[config.mk]
export PLATFORM = sky130hd
export DESIGN_NAME = bsg_glue
export DESIGN_NICKNAME = d
export VERILOG_FILES = /design/src/bsg_pkg.sv /design/src/bsg_core_if.sv /design/src/bsg_xbar_latch.sv /design/src/bsg_err_lamp.sv /design/src/bsg_glue.sv
export VERILOG_INCLUDE_DIRS = /design/src
export SDC_FILE = /design/constraint.sdc
export NUM_CORES = 1
export LEC_CHECK = 0
export BUFFER_PORTS_ARGS = -buffer_cell sky130_fd_sc_hd__buf_2
export CORE_MARGIN = 4
export CORE_UTILIZATION = 45
export CTS_BUF_LIST = sky130_fd_sc_hd__clkbuf_4
export CTS_CLUSTER_DIAMETER = 30
export DETAILED_ROUTE_END_ITERATION = 12
export PLACE_DENSITY = 0.68
export SLEW_MARGIN = 40
export SYNTH_ARGS = -nofsm -noshare
export SYNTH_HDL_FRONTEND = slang
export SYNTH_SLANG_ARGS = --single-unit
[constraint.sdc]
create_clock -name clk_sys -period 2.2 [get_ports clk_sys]
set_input_delay 0.44 -clock clk_sys [delete_from_list [all_inputs] [get_ports clk_sys]]
set_output_delay 0.44 -clock clk_sys [all_outputs]
set_load 0.01 [all_outputs]
[src/bsg_defines.svh]
`ifndef BSG_DEFINES_SVH
`define BSG_DEFINES_SVH

// Clock period and the derived cycle counts (least times round up).
`define BSG_CLK_NS 4
`define BSG_MIN_PULSE_MS 1
`define BSG_MIN_PULSE_CYC \
	((`BSG_MIN_PULSE_MS * 1000000 + `BSG_CLK_NS - 1) / `BSG_CLK_NS)
`define BSG_POR_US 8
`define BSG_POR_CYC ((`BSG_POR_US * 1000 + `BSG_CLK_NS - 1) / `BSG_CLK_NS)
`define BSG_POR_W 12

// Register byte offsets.
`define BSG_REG_STATUS 8'h00
`define BSG_REG_MASK 8'h04
`define BSG_REG_STATE 8'h08
`define BSG_REG_CTRL 8'h0C

// Event bits, shared by status and mask.
`define BSG_EV_W 6
`define BSG_EV_SLOT0 0
`define BSG_EV_FRONT 1
`define BSG_EV_BACK 2
`define BSG_EV_READ 3
`define BSG_EV_SHORT 4
`define BSG_EV_DOWN 5
`define BSG_CTRL_LAMP_TEST 0

// Reset values.
`define BSG_STATUS_RST 6'h00
`define BSG_MASK_RST 6'h00
`define BSG_CTRL_RST 1'h0
`define BSG_XBAR_RST_VAL 1'h1
`define BSG_SYNC_IDLE 34'h63

`endif

[src/bsg_pkg.sv]
package bsg_pkg;

	typedef enum logic {
		bsg_por_hold,
		bsg_por_run
	} bsg_por_state_t;

endpackage

[src/bsg_core_if.sv]
`timescale 1ns/1ps
interface bsg_core_if;
	logic wr_pulse;
	logic rd_pulse;
	logic wr_bit;
	logic por_hold;
	logic xbar_rst;
	logic read_seen;
	logic [15:0] err_vec;
	logic lamp_test;
	logic [2:0] lamps;
	logic [2:0] err_rise;

	modport latch (
		input wr_pulse, rd_pulse, wr_bit, por_hold,
		output xbar_rst, read_seen
	);
	modport lamp (
		input err_vec, lamp_test,
		output lamps, err_rise
	);
endinterface

[src/bsg_xbar_latch.sv]
`timescale 1ns/1ps
module bsg_xbar_latch (
	// Clock and reset
	input wire logic clk_sys,
	input wire logic nrst,
	// Controller side
	bsg_core_if.latch cif
);
	`include "bsg_defines.svh"

	logic held;

	// Only board power-on and controller writes set this; the controller's own reset never
	// reaches it, so a soft restart keeps the crossbars where they were.
	always_ff @(posedge clk_sys or negedge nrst) begin
		if (!nrst) begin
			held <= `BSG_XBAR_RST_VAL;
		end else if (cif.wr_pulse) begin
			held <= cif.wr_bit;
		end
	end

	always_ff @(posedge clk_sys or negedge nrst) begin
		if (!nrst) begin
			cif.xbar_rst <= 1'h1;
		end else begin
			cif.xbar_rst <= held | cif.por_hold;
		end
	end

	// A read leaves the latch as it was and is only reported.
	always_ff @(posedge clk_sys or negedge nrst) begin
		if (!nrst) begin
			cif.read_seen <= 1'h0;
		end else begin
			cif.read_seen <= cif.rd_pulse;
		end
	end

	chk_write_one_sets: assert property (@(posedge clk_sys) disable iff (!nrst)
		cif.wr_pulse && cif.wr_bit |-> ##2 cif.xbar_rst)
		else $error("write of one did not assert crossbar reset");
	chk_write_zero_clears: assert property (@(posedge clk_sys) disable iff (!nrst)
		cif.wr_pulse && !cif.wr_bit ##1 !cif.por_hold |=> !cif.xbar_rst)
		else $error("write of zero did not release crossbar reset");
	chk_latch_holds: assert property (@(posedge clk_sys) disable iff (!nrst)
		!cif.wr_pulse |=> $stable(held))
		else $error("crossbar reset latch changed without a write");
endmodule

[src/bsg_err_lamp.sv]
`timescale 1ns/1ps
module bsg_err_lamp (
	// Clock and reset
	input wire logic clk_sys,
	input wire logic nrst,
	// Error sources and lamps
	bsg_core_if.lamp cif
);
	logic [2:0] grp;
	logic [2:0] grp_d;

	// Slot 0 alone, slots 1 to 7 front row, slots 8 to 15 back row.
	assign grp = {|cif.err_vec[15:8], |cif.err_vec[7:1], cif.err_vec[0]};

	always_ff @(posedge clk_sys or negedge nrst) begin
		if (!nrst) begin
			cif.lamps <= 3'h0;
			grp_d <= 3'h0;
			cif.err_rise <= 3'h0;
		end else begin
			cif.lamps <= grp | {3{cif.lamp_test}};
			grp_d <= grp;
			cif.err_rise <= grp & ~grp_d;
		end
	end

	chk_row_lamps: assert property (@(posedge clk_sys) disable iff (!nrst)
		grp[1] && grp[2] |=> cif.lamps[1] && cif.lamps[2])
		else $error("row lamp dark while a row module reports error");
endmodule

[src/bsg_glue.sv]
// Behaviour
// - A controller write with data bit 0 high asserts crossbar reset.
// - A controller write with data bit 0 low releases crossbar reset.
// - Controller reset never changes the crossbar reset latch.
// - Power-on reset also asserts crossbar reset.
// - Slot 0 reset and analyse come from upstream; its error goes up.
// - Slots 1-15 and controller take services from upstream or slot 0.
// - Slot 0 services are repeated on downstream pins for chaining.
// - Slot 0 subsystem controls are repeated on the subsystem pins.
// - Board pins are active low, module sockets active high.
// - Controller error stays out of the module error network.
// - Only slot 0 has subsystem pins, valid with such a module.
// - Lamps show errors of slot 0, front row and back row.
// - Controller links 0,3 feed crossbars, link 1 input, 2 output.
//
// Local design decisions: the address map and the strobed register port.
`timescale 1ns/1ps
`include "bsg_defines.svh"
module bsg_glue #(
	parameter int MIN_PULSE_CYC = `BSG_MIN_PULSE_CYC
) (
	// Clock and reset
	input wire logic clk_sys,
	input wire logic nrst,
	// Register port
	input wire logic [7:0] reg_addr,
	input wire logic [31:0] reg_wdata,
	input wire logic reg_wr,
	input wire logic reg_rd,
	output logic [31:0] reg_rdata,
	output logic irq,
	// Upstream services
	input wire logic up_reset_n,
	input wire logic up_analyse_n,
	output logic up_error_n,
	// Downstream chain
	output logic down_reset_n,
	output logic down_analyse_n,
	input wire logic down_error_n,
	// Subsystem connector
	output logic ss_reset_n,
	output logic ss_analyse_n,
	input wire logic ss_error_n,
	// Slot 0 module
	output logic slot0_reset,
	output logic slot0_analyse,
	input wire logic slot0_error,
	input wire logic slot0_sub_reset,
	input wire logic slot0_sub_analyse,
	output logic slot0_sub_error,
	// Slots 1 to 15 and switch controller
	output logic grp_reset,
	output logic grp_analyse,
	input wire logic [15:1] slot_error,
	output logic ctl_reset,
	// Board switch: high takes the group from slot 0's subsystem
	input wire logic sub_select,
	// Controller memory strobes
	input wire logic ctl_wr,
	input wire logic ctl_rd,
	input wire logic ctl_d0,
	// Crossbar reset
	output logic xbar_reset,
	// Lamps
	output logic slot0_error_lamp,
	output logic front_row_error_lamp,
	output logic back_row_error_lamp,
	// Controller links
	input wire logic [3:0] ctl_link_tx,
	output logic [3:0] ctl_link_rx,
	input wire logic first_crossbar_cfg_tx,
	output logic first_crossbar_cfg_rx,
	input wire logic second_crossbar_cfg_tx,
	output logic second_crossbar_cfg_rx,
	input wire logic config_in_link_rx,
	output logic config_in_link_tx,
	input wire logic config_out_link_rx,
	output logic config_out_link_tx
);
	localparam int SW = 34;
	localparam int PW = $clog2(MIN_PULSE_CYC + 1);

	bsg_core_if cif ();

	logic [SW-1:0] raw;
	logic [SW-1:0] sync1;
	logic [SW-1:0] sync2;
	logic up_rst;
	logic up_ana;
	logic sel;
	logic sub_rst;
	logic sub_ana;
	logic ss_err;
	logic down_err;
	logic slot0_err;
	logic [15:1] slot_err;
	logic grp_err;
	logic wr_d;
	logic rd_d;
	logic down_err_d;
	logic [1:0] svc_low;
	logic [1:0] svc_low_d;
	logic [1:0] short_hit;
	bsg_pkg::bsg_por_state_t por_st;
	logic [`BSG_POR_W-1:0] por_cnt;
	logic [`BSG_EV_W-1:0] status;
	logic [`BSG_EV_W-1:0] mask;
	logic ctrl_lamp_test;
	logic [`BSG_EV_W-1:0] events;
	logic [`BSG_EV_W-1:0] next_status;

	// Every pin input except the register port is asynchronous to clk_sys.
	assign raw = {ctl_link_tx, first_crossbar_cfg_tx, second_crossbar_cfg_tx,
		config_in_link_rx, config_out_link_rx, slot_error, slot0_error,
		ctl_d0, ctl_rd, ctl_wr, down_error_n, ss_error_n, slot0_sub_analyse,
		slot0_sub_reset, sub_select, up_analyse_n, up_reset_n};

	always_ff @(posedge clk_sys or negedge nrst) begin
		if (!nrst) begin
			sync1 <= `BSG_SYNC_IDLE;
			sync2 <= `BSG_SYNC_IDLE;
		end else begin
			sync1 <= raw;
			sync2 <= sync1;
		end
	end

	// Board pins are active low, turned active high here.
	assign up_rst = ~sync2[0];
	assign up_ana = ~sync2[1];
	assign sel = sync2[2];
	assign sub_rst = sync2[3];
	assign sub_ana = sync2[4];
	assign ss_err = ~sync2[5];
	assign down_err = ~sync2[6];
	assign slot0_err = sync2[10];
	assign slot_err = sync2[25:11];
	assign grp_err = |slot_err;

	// Power-on sequencer: holds the crossbars in reset for a fixed time.
	always_ff @(posedge clk_sys or negedge nrst) begin
		if (!nrst) begin
			por_st <= bsg_pkg::bsg_por_hold;
			por_cnt <= 12'h000;
		end else begin
			case (por_st)
				bsg_pkg::bsg_por_hold: begin
					if (por_cnt == `BSG_POR_W'(`BSG_POR_CYC - 1)) begin
						por_st <= bsg_pkg::bsg_por_run;
					end else begin
						por_cnt <= por_cnt + 12'h001;
					end
				end
				bsg_pkg::bsg_por_run: begin
					por_st <= bsg_pkg::bsg_por_run;
				end
				default: begin
					por_st <= bsg_pkg::bsg_por_hold;
				end
			endcase
		end
	end

	// Memory strobe edges; data bit 0 settles before the strobe rises.
	always_ff @(posedge clk_sys or negedge nrst) begin
		if (!nrst) begin
			wr_d <= 1'h0;
			rd_d <= 1'h0;
		end else begin
			wr_d <= sync2[7];
			rd_d <= sync2[8];
		end
	end

	assign cif.wr_pulse = sync2[7] & ~wr_d;
	assign cif.wr_bit = sync2[9];
	// Reads are flagged, the latch ignores them.
	assign cif.rd_pulse = sync2[8] & ~rd_d;
	assign cif.por_hold = (por_st == bsg_pkg::bsg_por_hold);
	assign cif.err_vec = {slot_err, slot0_err};
	assign cif.lamp_test = ctrl_lamp_test;

	bsg_xbar_latch u_latch (
		.clk_sys(clk_sys),
		.nrst(nrst),
		.cif(cif.latch)
	);

	bsg_err_lamp u_lamp (
		.clk_sys(clk_sys),
		.nrst(nrst),
		.cif(cif.lamp)
	);

	assign xbar_reset = cif.xbar_rst;
	assign slot0_error_lamp = cif.lamps[0];
	assign front_row_error_lamp = cif.lamps[1];
	assign back_row_error_lamp = cif.lamps[2];

	// Reset and analyse routing. Everything sits in reset during nrst.
	always_ff @(posedge clk_sys or negedge nrst) begin
		if (!nrst) begin
			slot0_reset <= 1'h1;
			slot0_analyse <= 1'h0;
			grp_reset <= 1'h1;
			grp_analyse <= 1'h0;
			ctl_reset <= 1'h1;
		end else begin
			slot0_reset <= up_rst;
			slot0_analyse <= up_ana;
			grp_reset <= sel ? sub_rst : up_rst;
			grp_analyse <= sel ? sub_ana : up_ana;
			ctl_reset <= sel ? sub_rst : up_rst;
		end
	end

	// Repeated pins toward the chain and the subsystem connector.
	always_ff @(posedge clk_sys or negedge nrst) begin
		if (!nrst) begin
			down_reset_n <= 1'h0;
			down_analyse_n <= 1'h1;
			ss_reset_n <= 1'h0;
			ss_analyse_n <= 1'h1;
		end else begin
			down_reset_n <= ~up_rst;
			down_analyse_n <= ~up_ana;
			// Meaningful only with a subsystem-capable module in slot 0.
			ss_reset_n <= ~sub_rst;
			ss_analyse_n <= ~sub_ana;
		end
	end

	// Error network. The controller has no error input here at all.
	always_ff @(posedge clk_sys or negedge nrst) begin
		if (!nrst) begin
			up_error_n <= 1'h1;
			slot0_sub_error <= 1'h0;
		end else begin
			up_error_n <= ~(slot0_err | down_err | (~sel & grp_err));
			slot0_sub_error <= ss_err | (sel & grp_err);
		end
	end

	// Link wires are re-timed at 250 MHz; the added 12 ns of latency is
	// small against a 20 MHz link bit.
	always_ff @(posedge clk_sys or negedge nrst) begin
		if (!nrst) begin
			ctl_link_rx <= 4'h0;
			first_crossbar_cfg_rx <= 1'h0;
			second_crossbar_cfg_rx <= 1'h0;
			config_in_link_tx <= 1'h0;
			config_out_link_tx <= 1'h0;
		end else begin
			ctl_link_rx <= {sync2[28], sync2[26], sync2[27], sync2[29]};
			first_crossbar_cfg_rx <= sync2[30];
			second_crossbar_cfg_rx <= sync2[33];
			config_in_link_tx <= sync2[31];
			config_out_link_tx <= sync2[32];
		end
	end

	// Upstream pulse width watch, one counter per service line.
	assign svc_low = {up_ana, up_rst};

	always_ff @(posedge clk_sys or negedge nrst) begin
		if (!nrst) begin
			svc_low_d <= 2'h0;
			down_err_d <= 1'h0;
		end else begin
			svc_low_d <= svc_low;
			down_err_d <= down_err;
		end
	end

	for (genvar k = 0; k < 2; k++) begin : g_width
		logic [PW-1:0] cnt;
		always_ff @(posedge clk_sys or negedge nrst) begin
			if (!nrst) begin
				cnt <= {PW{1'b0}};
			end else if (!svc_low[k]) begin
				cnt <= {PW{1'b0}};
			end else if (cnt != PW'(MIN_PULSE_CYC)) begin
				cnt <= cnt + PW'(1);
			end
		end
		assign short_hit[k] = svc_low_d[k] & ~svc_low[k] &
			(cnt < PW'(MIN_PULSE_CYC));
	end

	// Interrupt events.
	always_comb begin
		events = {`BSG_EV_W{1'b0}};
		events[`BSG_EV_SLOT0] = cif.err_rise[0];
		events[`BSG_EV_FRONT] = cif.err_rise[1];
		events[`BSG_EV_BACK] = cif.err_rise[2];
		events[`BSG_EV_READ] = cif.read_seen;
		events[`BSG_EV_SHORT] = |short_hit;
		events[`BSG_EV_DOWN] = down_err & ~down_err_d;
	end

	// Write-one-to-clear; an event in the clearing cycle survives.
	always_comb begin
		next_status = status;
		if (reg_wr && reg_addr == `BSG_REG_STATUS) begin
			next_status = status & ~reg_wdata[`BSG_EV_W-1:0];
		end
		next_status = next_status | events;
	end

	always_ff @(posedge clk_sys or negedge nrst) begin
		if (!nrst) begin
			status <= `BSG_STATUS_RST;
		end else begin
			status <= next_status;
		end
	end

	always_ff @(posedge clk_sys or negedge nrst) begin
		if (!nrst) begin
			mask <= `BSG_MASK_RST;
			ctrl_lamp_test <= `BSG_CTRL_RST;
		end else if (reg_wr) begin
			if (reg_addr == `BSG_REG_MASK) begin
				mask <= reg_wdata[`BSG_EV_W-1:0];
			end
			if (reg_addr == `BSG_REG_CTRL) begin
				ctrl_lamp_test <= reg_wdata[`BSG_CTRL_LAMP_TEST];
			end
		end
	end

	always_ff @(posedge clk_sys or negedge nrst) begin
		if (!nrst) begin
			irq <= 1'h0;
		end else begin
			irq <= |(status & mask);
		end
	end

	// Read data stands only in the cycle after the read strobe.
	always_ff @(posedge clk_sys or negedge nrst) begin
		if (!nrst) begin
			reg_rdata <= 32'h00000000;
		end else if (reg_rd) begin
			case (reg_addr)
				`BSG_REG_STATUS: reg_rdata <= {26'h0, status};
				`BSG_REG_MASK: reg_rdata <= {26'h0, mask};
				`BSG_REG_STATE: reg_rdata <= {24'h000000, cif.por_hold,
					cif.xbar_rst, sel, grp_reset, slot0_reset, cif.lamps};
				`BSG_REG_CTRL: reg_rdata <= {31'h0, ctrl_lamp_test};
				default: reg_rdata <= 32'h00000000;
			endcase
		end else begin
			reg_rdata <= 32'h00000000;
		end
	end

	chk_slot0_from_up: assert property (@(posedge clk_sys) disable iff (!nrst)
		!up_reset_n [*3] |=> slot0_reset)
		else $error("slot 0 not in reset while upstream reset held");
	chk_group_select: assert property (@(posedge clk_sys) disable iff (!nrst)
		sel && sub_rst |=> grp_reset && ctl_reset)
		else $error("group did not follow slot 0 subsystem reset");
	chk_down_chain: assert property (@(posedge clk_sys) disable iff (!nrst)
		down_reset_n == !slot0_reset && down_analyse_n == !slot0_analyse)
		else $error("downstream pins differ from slot 0 services");
	chk_sub_connector: assert property (@(posedge clk_sys) disable iff (!nrst)
		sub_rst |=> !ss_reset_n)
		else $error("subsystem connector reset not driven low");
	chk_err_isolated: assert property (@(posedge clk_sys) disable iff (!nrst)
		!slot0_err && !down_err && (sel || !grp_err) |=> up_error_n)
		else $error("upstream error asserted with no module error");
	chk_link_route: assert property (@(posedge clk_sys) disable iff (!nrst)
		ctl_link_tx[0] [*3] |=> first_crossbar_cfg_rx)
		else $error("controller link 0 not routed to first crossbar");
	chk_por_reset: assert property (@(posedge clk_sys) disable iff (!nrst)
		cif.por_hold |=> xbar_reset)
		else $error("crossbar reset low during power-on hold");
	chk_status_set_wins: assert property (@(posedge clk_sys) disable iff (!nrst)
		events[`BSG_EV_SHORT] |=> status[`BSG_EV_SHORT])
		else $error("status event lost");
endmodule

**After elaboration in Yosys (flattened, before gate mapping)**

Index checks and enable logic that the tools add are counted.

- Flip-flop bits (word level): 174
- Input bits: 78
- Output and inout bits: 56
- Logic and storage cells: 103

- Add/subtract/negate cells: 3
- Order comparisons: 2
- Equality and inequality tests: 6
- Mux-type cells: 11
- Bitwise operators: 33
- Reductions and logical operators: 12

Operators by type and width:

| operator | count |
|---|---|
| $mux 18 | 4 |
| $add 18x1->18 const B | 2 |
| $lt 18x18->1 const B | 2 |
| $ne 18x18->1 const B | 2 |
| $pmux 8 s4 | 1 |
| $eq 8x4->1 const B | 2 |
| $reduce_or 15->1 | 1 |
| $not 1->1 | 13 |
| $add 12x1->12 const B | 1 |
| $and 6x6->6 | 2 |
| $eq 12x11->1 const B | 1 |
| $and 1x1->1 | 9 |
| $eq 8x3->1 const B | 1 |
| $logic_not 8->1 | 1 |
| $mux 8 | 1 |
| $reduce_or 8->1 | 1 |
| $reduce_or 7->1 | 1 |
| $mux 6 | 1 |
| $not 6->6 | 1 |
| $or 6x6->6 | 1 |
| $reduce_and 2->1 | 3 |
| $reduce_or 6->1 | 1 |
| $or 1x1->1 | 4 |
| $reduce_bool 2->1 | 2 |
| other kinds (7) | 9 |

**Logic depth before layout (Yosys ltp)**

Gate-level depths: netlist of run 1.

- Word-level depth: 4
- Depth in mapped cells: 6
- Gate-level depth less buffers: 6

**Cells and area by module**

A second synthesis of run 1 with hierarchy kept.

- Cell total of the unflattened synthesis: 512
- Area, all modules: 6486.2 µm²

Modules (own cells, without submodules):

| module | instances | cells each | area each (µm²) | sequential area each (µm²) |
|---|---|---|---|---|
| bsg_glue | 1 | 486 | 6087.1 | 4045.1 |
| bsg_err_lamp | 1 | 21 | 300.3 | 225.2 |
| bsg_xbar_latch | 1 | 5 | 98.8 | 77.6 |

**Worst setup path after synthesis of run 1**

No wires, ideal clock.

- Path type: in2reg
- Start: input port reg_addr[1]
- End: register status[4]
- Library setup time: 0.126 ns
- Arrival: 1.529 ns
- Required time: 2.074 ns
- Path slack: 0.545 ns
- Stages: 5
- Path buffers: 1
- Cell sequence: nor4_1 > and4_1 > clkbuf_1 > a21boi_0 > a311o_1

- Word-level cells in the longest chain between the ends: 4

Ends and longest elaborated chain:

| item | line | source |
|---|---|---|
| start: declaration | bsg_glue.sv:26 | `input wire logic [7:0] reg_addr,` |
| $logic_not 8->1 (no line) | - |  |
| $logic_and 1x1->1 (no line) | - |  |
| $mux 6 | bsg_glue.sv:304 | `` if (reg_wr && reg_addr == `BSG_REG_STATUS) begin `` |
| $or 6x6->6 | bsg_glue.sv:307 | `next_status = next_status \| events;` |
| via next_status[4] | bsg_glue.sv:110 | `` logic [`BSG_EV_W-1:0] next_status; `` |
| end signal: assignment | bsg_glue.sv:312 | `` status <= `BSG_STATUS_RST; `` |
| end signal: assignment | bsg_glue.sv:314 | `status <= next_status;` |
| end: declaration | bsg_glue.sv:106 | `` logic [`BSG_EV_W-1:0] status; `` |

The timed path passes the listed nets, and every way through them passes these cells.
A chain may end at the register's enable or synchronous reset.

**Worst setup path after layout of run 1**

- Start: register g_width[0].cnt[7]
- End: register g_width[0].cnt[17]

- Word-level cells in the longest chain between the ends: 3
- Elaborated cells on any way between the ends: 5
- Those cells by class: 1 x add/sub; 1 x eq/ne; 2 x mux; 1 x reduce/logical

Ends and longest elaborated chain:

| item | line | source |
|---|---|---|
| start: declaration | bsg_glue.sv:276 | `logic [PW-1:0] cnt;` |
| start signal: assignment | bsg_glue.sv:279 | `cnt <= {PW{1'b0}};` |
| start signal: assignment | bsg_glue.sv:281 | `cnt <= {PW{1'b0}};` |
| start signal: assignment | bsg_glue.sv:283 | `cnt <= cnt + PW'(1);` |
| $add 18x1->18 | bsg_glue.sv:283 |  |
| $mux 18 | bsg_glue.sv:282 | `end else if (cnt != PW'(MIN_PULSE_CYC)) begin` |
| $mux 18 | bsg_glue.sv:280 | `end else if (!svc_low[k]) begin` |

Several ways; a longest one is shown, not always the timed one. The select of a mux whose other input is x is not followed.

==> results of run 1 <==
## cells in the final DEF (no fill, tap or decap), types with 12 or more instances in the layout
master / n
nand3_1: 19
dfrtp_1: 158
dfstp_2: 15
nor3_1: 12
a21oi_1: 25
buf_2: 82
xor2_1: 21
nand2_1: 25
conb_1: 24
nand4_1: 12
inv_1: 15
dlygate4sd3_1: 35
nor2_1: 45
clkbuf_4: 19
## synthesized netlist by cell type (10+ instances only)
cell / count
buf_4: 26
nand2_1: 25
inv_1: 15
o21ai_0: 10
nor2_1: 45
dfrtp_1: 158
a21oi_1: 25
nor3_1: 12
nand3_1: 19
xor2_1: 21
dfstp_2: 15
nand4_1: 12
## worst max-delay path, cell delays in order, from the launching register on
cell and delay (ps):
dfrtp_1 510, and4_1 290, nand4_2 210, or4_1 540, a21oi_1 160
## power groups by stage
stage / sequential, mW / combinational (mW) / clock [mW]
floorplan: 3.41 / 0.133 / 0
finish: 3.37 / 0.312 / 1.95
global placement: 3.42 / 0.262 / 0
CTS: 3.37 / 0.317 / 2.01
global route: 3.39 / 0.355 / 2.15
detailed placement: 3.43 / 0.270 / 0
## area by class of cell
class | count | area, sq um
repair buffers | 126 | 857
clock buffers | 19 | 143
clock inverters | 13 | 184
flip-flops and latches | 173 | 4350
inverters | 15 | 56.3
multi-input cells | 305 | 1900
well taps | 180 | 225
fillers | 1188 | 6220
## path summary, 6_finish.rpt
path                            cells past startpoint               from                  to  slack (ps)
worst max-delay path                                4  g_width[0].cnt[7]  g_width[0].cnt[17]         420
worst min-delay path                                2       reg_wdata[4]             mask[4]         180
worst max register to register                      4  g_width[0].cnt[7]  g_width[0].cnt[17]         420
worst min register to register                      0          sync1[25]           sync2[25]         360
max in group asynchronous                           3               nrst            sync2[1]        1120
min in group asynchronous                           2               nrst           sync2[23]         360
## per-stage QoR
step | hold WS, ps | cells
6_report | 178 | 831
5_1_grt | 100 | 831
4_1_cts | 115 | 831
3_5_place_dp | 336 | 764
3_3_place_gp | 332 | 764
2_1_floorplan | 144 | 528
## per-layer routing
metal,share of wire,global-route usage,routed length [microns],vias up
met5,0,0,0,-
met4,0.0081,0.0412,96,0
met3,0.059,0.0508,700,10
met2,0.48,0.242,5630,118
met1,0.45,0.214,5360,2064
li1,-,-,-,1955
## logic make-up after synthesis
kind of cell,count (synthesis),share of synthesized area
flops,173,0.674
other cells,1,0.000581
buf+inv,50,0.0448
mux,15,0.0270
fa+ha+maj,5,0.00970
compound gates,58,0.0557
simple gates,175,0.150
xor+xnor,28,0.0380
## sequential cells by signal, indices dropped and copies added (netlist names), 3 cells and up
name	flops
status	6
reg_rdata	8
sync2	34
por_cnt	12
u_lamp.cif.lamps	3
ctl_link_rx	4
u_lamp.cif.err_rise	3
g_width.cnt	36
sync1	34
mask	6
u_lamp.grp_d	3
==> results_dict.tcl, run 1 <==
set metrics [dict create \
    status "complete, no violations" \
    dr.first_iter.drc_count 290 \
    cts_buffer_depth 2 \
    drive_gt1_frac 0.244 \
    p_int_mw 4.30 \
    nNetsFinal 721 \
    power_density_mw_per_mm2 729 \
    critPathLaunchType "flip-flop" \
    h-tree-depth 4 \
    start_util 0.463 \
    clockRootBuffer "clkbuf_4" \
    grt_pass1_wl_microns 20100 \
    crit_path_end_kind "flip-flop" \
    fmax_mhz 560 \
    period_minus_slack_ps 1780 \
    core_area_sq_mm 0.0139 \
    synth_area_per_cell_sq_um 12.8 \
    vdd_drop_max_mv 0.827 \
    insertion_delay_ps 540 \
    p_sw_frac 0.236 \
    power_frac_clock 0.346 \
    clk_pin_slew_worst_paths_ps 150 \
    clock_sinks 173 \
    numCtsBuffers 17 \
    yosysTopAreaCell "dfrtp_1" \
    post-cts-setup-buffers 0 \
    synthFlopType "dfrtp_1" \
    grt.total_usage 0.156 \
    ys_types 52 \
    period_share 0.811 \
    insertedDiodeCount 0 \
    hpwlAfterDp_microns 8190 \
    arrival_ps 2240 \
    relSlewSlack 0.628 \
    die_y_microns 128 \
    cp_max_fo 8 \
    wl_microns 11800 \
    cts_tree "done" \
    dp_slack_ps 351 \
    slew_violations 0 \
    max_cap_violations 0 \
    setup_violations 0 \
    yosysSeqAreaShare 0.674 \
    critical_path_class "reg -> reg" \
    leakagePower_nw 3.52 \
    io_buffers 83 \
    total_power_mw 5.63 \
    fp-row-count 43 \
    netlist.area_leader.share 0.613 \
    die_x_microns 128 \
    synthCells 505 \
    antenna_found_initial 0 \
    synthArstFlopShare 1.00 \
    synth_edf_count 0 \
    fin_util 0.554 \
    grt_max_degree 60 \
    hp-class "in -> reg" \
    synth-seq-cells 173 \
    first_global_vias 4219 \
    fin_ws_ps 416 \
    ctsResizeCount 0 \
    wl_per_cell_microns 14.2 \
    num_vias 4147 \
    firstDrtPassIters 4 \
    crit_required_ps 2650 \
    final_area_sq_mm 0.00771 \
    pin_count 134 \
    viasPerCell 4.99 \
    syn-cell-area_sq_mm 0.00645 \
    rsz0062_at_grt "false" \
    setup_tns_ps 0 \
    placed_area_sq_mm 0.00704 \
    tightest_slew_ps 553 \
    grt_overflow 0 \
    p_sw_mw 1.33 \
    hold_buffers 35 \
    pwr-share-seq 0.599 \
    combPwrFrac 0.055 \
    yosys-top-cells-area "dfrtp_1 61%, dfstp_2 6.1%, buf_4 3.0%, xor2_1 2.9%, nor2_1 2.6%" \
    drc 0 \
    yosysWarnings 0 \
    area.growth.synth_to_final_pct 19.6 \
    globalplace.congestion 0.774 \
    postRouteAntennaNets 0 \
    fin_skew_ps 20.2 \
    dieArea_sq_mm 0.0163 \
    finalHoldViolCount 0 \
]
No activity file was read; power rests on OpenSTA's default activity.
==> run 2: changes to the inputs <==
==> constraint.sdc (replaced) <==
create_clock -name clk_sys -period 1.7 [get_ports clk_sys]
set_input_delay 0.34 -clock clk_sys [delete_from_list [all_inputs] [get_ports clk_sys]]
set_output_delay 0.34 -clock clk_sys [all_outputs]
set_load 0.01 [all_outputs]
==> results_dict.tcl, run 2 (same netlist as run 1, synthesis figures left out) <==
set metrics [dict create \
    status "complete, no violations" \
    fin_skew_ps 15.5 \
    setup_violations 0 \
    whs_endpoint "mask[3]" \
    insertion_delay_ps 540 \
    r2r_cells 6 \
    pin_count 134 \
    firstDrtPassIters 6 \
    final_common_cell "dfrtp_1" \
    hp-class "in -> reg" \
    hold_ws_ps 55.9 \
    p_sw_frac 0.232 \
    fin_cells 851 \
    cts_buffer_depth 2 \
    drive_gt1_frac 0.294 \
    num_vias 4141 \
    arrival_ps 2050 \
    min_from "reg_wdata[3]" \
    p_int_mw 5.43 \
    period_share 0.967 \
    wl_per_cell_microns 14.7 \
    postRouteAntennaNets 0 \
    wl_microns 12500 \
    critPathBufInv 1 \
    power_frac_clock 0.323 \
    cp_max_fo 6 \
    cp_top_family "simple AND/OR/NAND/NOR gates" \
    nNetsFinal 741 \
    setup_tns_ps 0 \
    hold_path_depth 2 \
    h-tree-depth 4 \
    fp-row-count 43 \
    clockRootBuffer "clkbuf_4" \
    dp_slack_ps -23.9 \
    final_cell_mix "153 x dfrtp_1, 82 x buf_2, 44 x nor2_1" \
    cts_tree "done" \
    leakagePower_nw 3.62 \
    cp_slowest_cell "dfrtp_2" \
    r2r-end "g_width[0].cnt[0]" \
    grt_pass1_wl_microns 20800 \
    crit_required_ps 2110 \
    max_cap_violations 0 \
    insertedDiodeCount 0 \
    critical_path_class "reg -> reg" \
    antenna_found_initial 0 \
    dr.first_iter.drc_count 233 \
    r2r_slack_ps 60 \
    top_regs "g_width.cnt: 36 flops, sync1: 34 flops, sync2: 34 flops" \
    placed_cells 779 \
    crit_cells 6 \
    r2r_start "g_width[0].cnt[0]" \
    numCtsBuffers 17 \
    first_global_vias 4391 \
    viasPerCell 4.87 \
    core_area_sq_mm 0.0139 \
    drc 0 \
    area.growth.synth_to_final_pct 22.8 \
    critPathLaunchType "flip-flop" \
    cp_cell_sequence "inv_1, ha_1, nand4bb_1, or3_4, nor3_2, nor3_1" \
    fmax_mhz 609 \
    dieArea_sq_mm 0.0163 \
    vdd_drop_max_mv 0.709 \
    clk_pin_slew_worst_paths_ps 130 \
    combPwrFrac 0.060 \
    fin_ws_ps 56.7 \
    top_register "g_width.cnt" \
    die_y_microns 128 \
    io_buffers 83 \
    clock_sinks 173 \
    start_util 0.463 \
    period_minus_slack_ps 1640 \
    pwr-share-seq 0.617 \
    slew_violations 0 \
    p_sw_mw 1.64 \
    power_density_mw_per_mm2 893 \
    grt_overflow 0 \
    grt_max_degree 51 \
    rsz0062_at_grt "true" \
    slowest_delay_ps 480 \
    largest_reg_flops 36 \
    grt.total_usage 0.161 \
    crit_path_end_kind "flip-flop" \
    hpwlAfterDp_microns 8550 \
    globalplace.congestion 0.820 \
    finalHoldViolCount 0 \
    die_x_microns 128 \
]
==> run 2: area by class of cell <==
class | count | area, sq um
well taps | 180 | 225
inverters | 15 | 56.3
flip-flops and latches | 173 | 4350
repair buffers | 146 | 1010
clock inverters | 10 | 116
multi-input cells | 305 | 2000
fillers | 1158 | 6010
clock buffers | 22 | 165
==> run 2: power by group through the flow <==
stage	clock network (mW)	logic [mW]	registers, mW
6_report	2.28	0.428	4.36
5_1_grt	2.55	0.484	4.38
4_1_cts	2.36	0.422	4.36
3_5_place_dp	0	0.360	4.43
3_3_place_gp	0	0.350	4.42
2_1_floorplan	0	0.172	4.42
==> run 2: worst max-delay path by stage <==
stage / startpoint / endpoint
floorplan: g_width[0].cnt[7] / g_width[0].cnt[17]
global placement: reg_addr[1] / mask[2]
detailed placement: reg_addr[1] / mask[0]
CTS: g_width[0].cnt[0] / g_width[0].cnt[16]
global route: g_width[1].cnt[0] / g_width[1].cnt[0]
finish: g_width[0].cnt[0] / g_width[0].cnt[0]
==> run 2: layer usage <==
metal,part of all wire,global-route usage,vias to the layer above
li1,-,-,1994
met1,0.43,0.210,2031
met2,0.50,0.260,103
met3,0.057,0.0467,13
met4,0.014,0.0568,0
met5,0,0,-
==> run 2: what timing repair did <==
item	CTS	global route
setup endpoints to repair	2	13
hold endpoints to repair	157	0
resized for setup	3	25
pin swaps	0	5
hold buffers	35	0
buffers inserted	2	3
==> run 2: through the flow <==
step,total power [mW],cell area (sq um),utilization
after floorplan,4.59,6540,-
after global placement,4.77,7150,0.513
after detailed placement,4.79,7150,0.513
after CTS,7.14,7800,0.560
after global routing,7.42,7920,0.569
final,7.07,7920,0.569
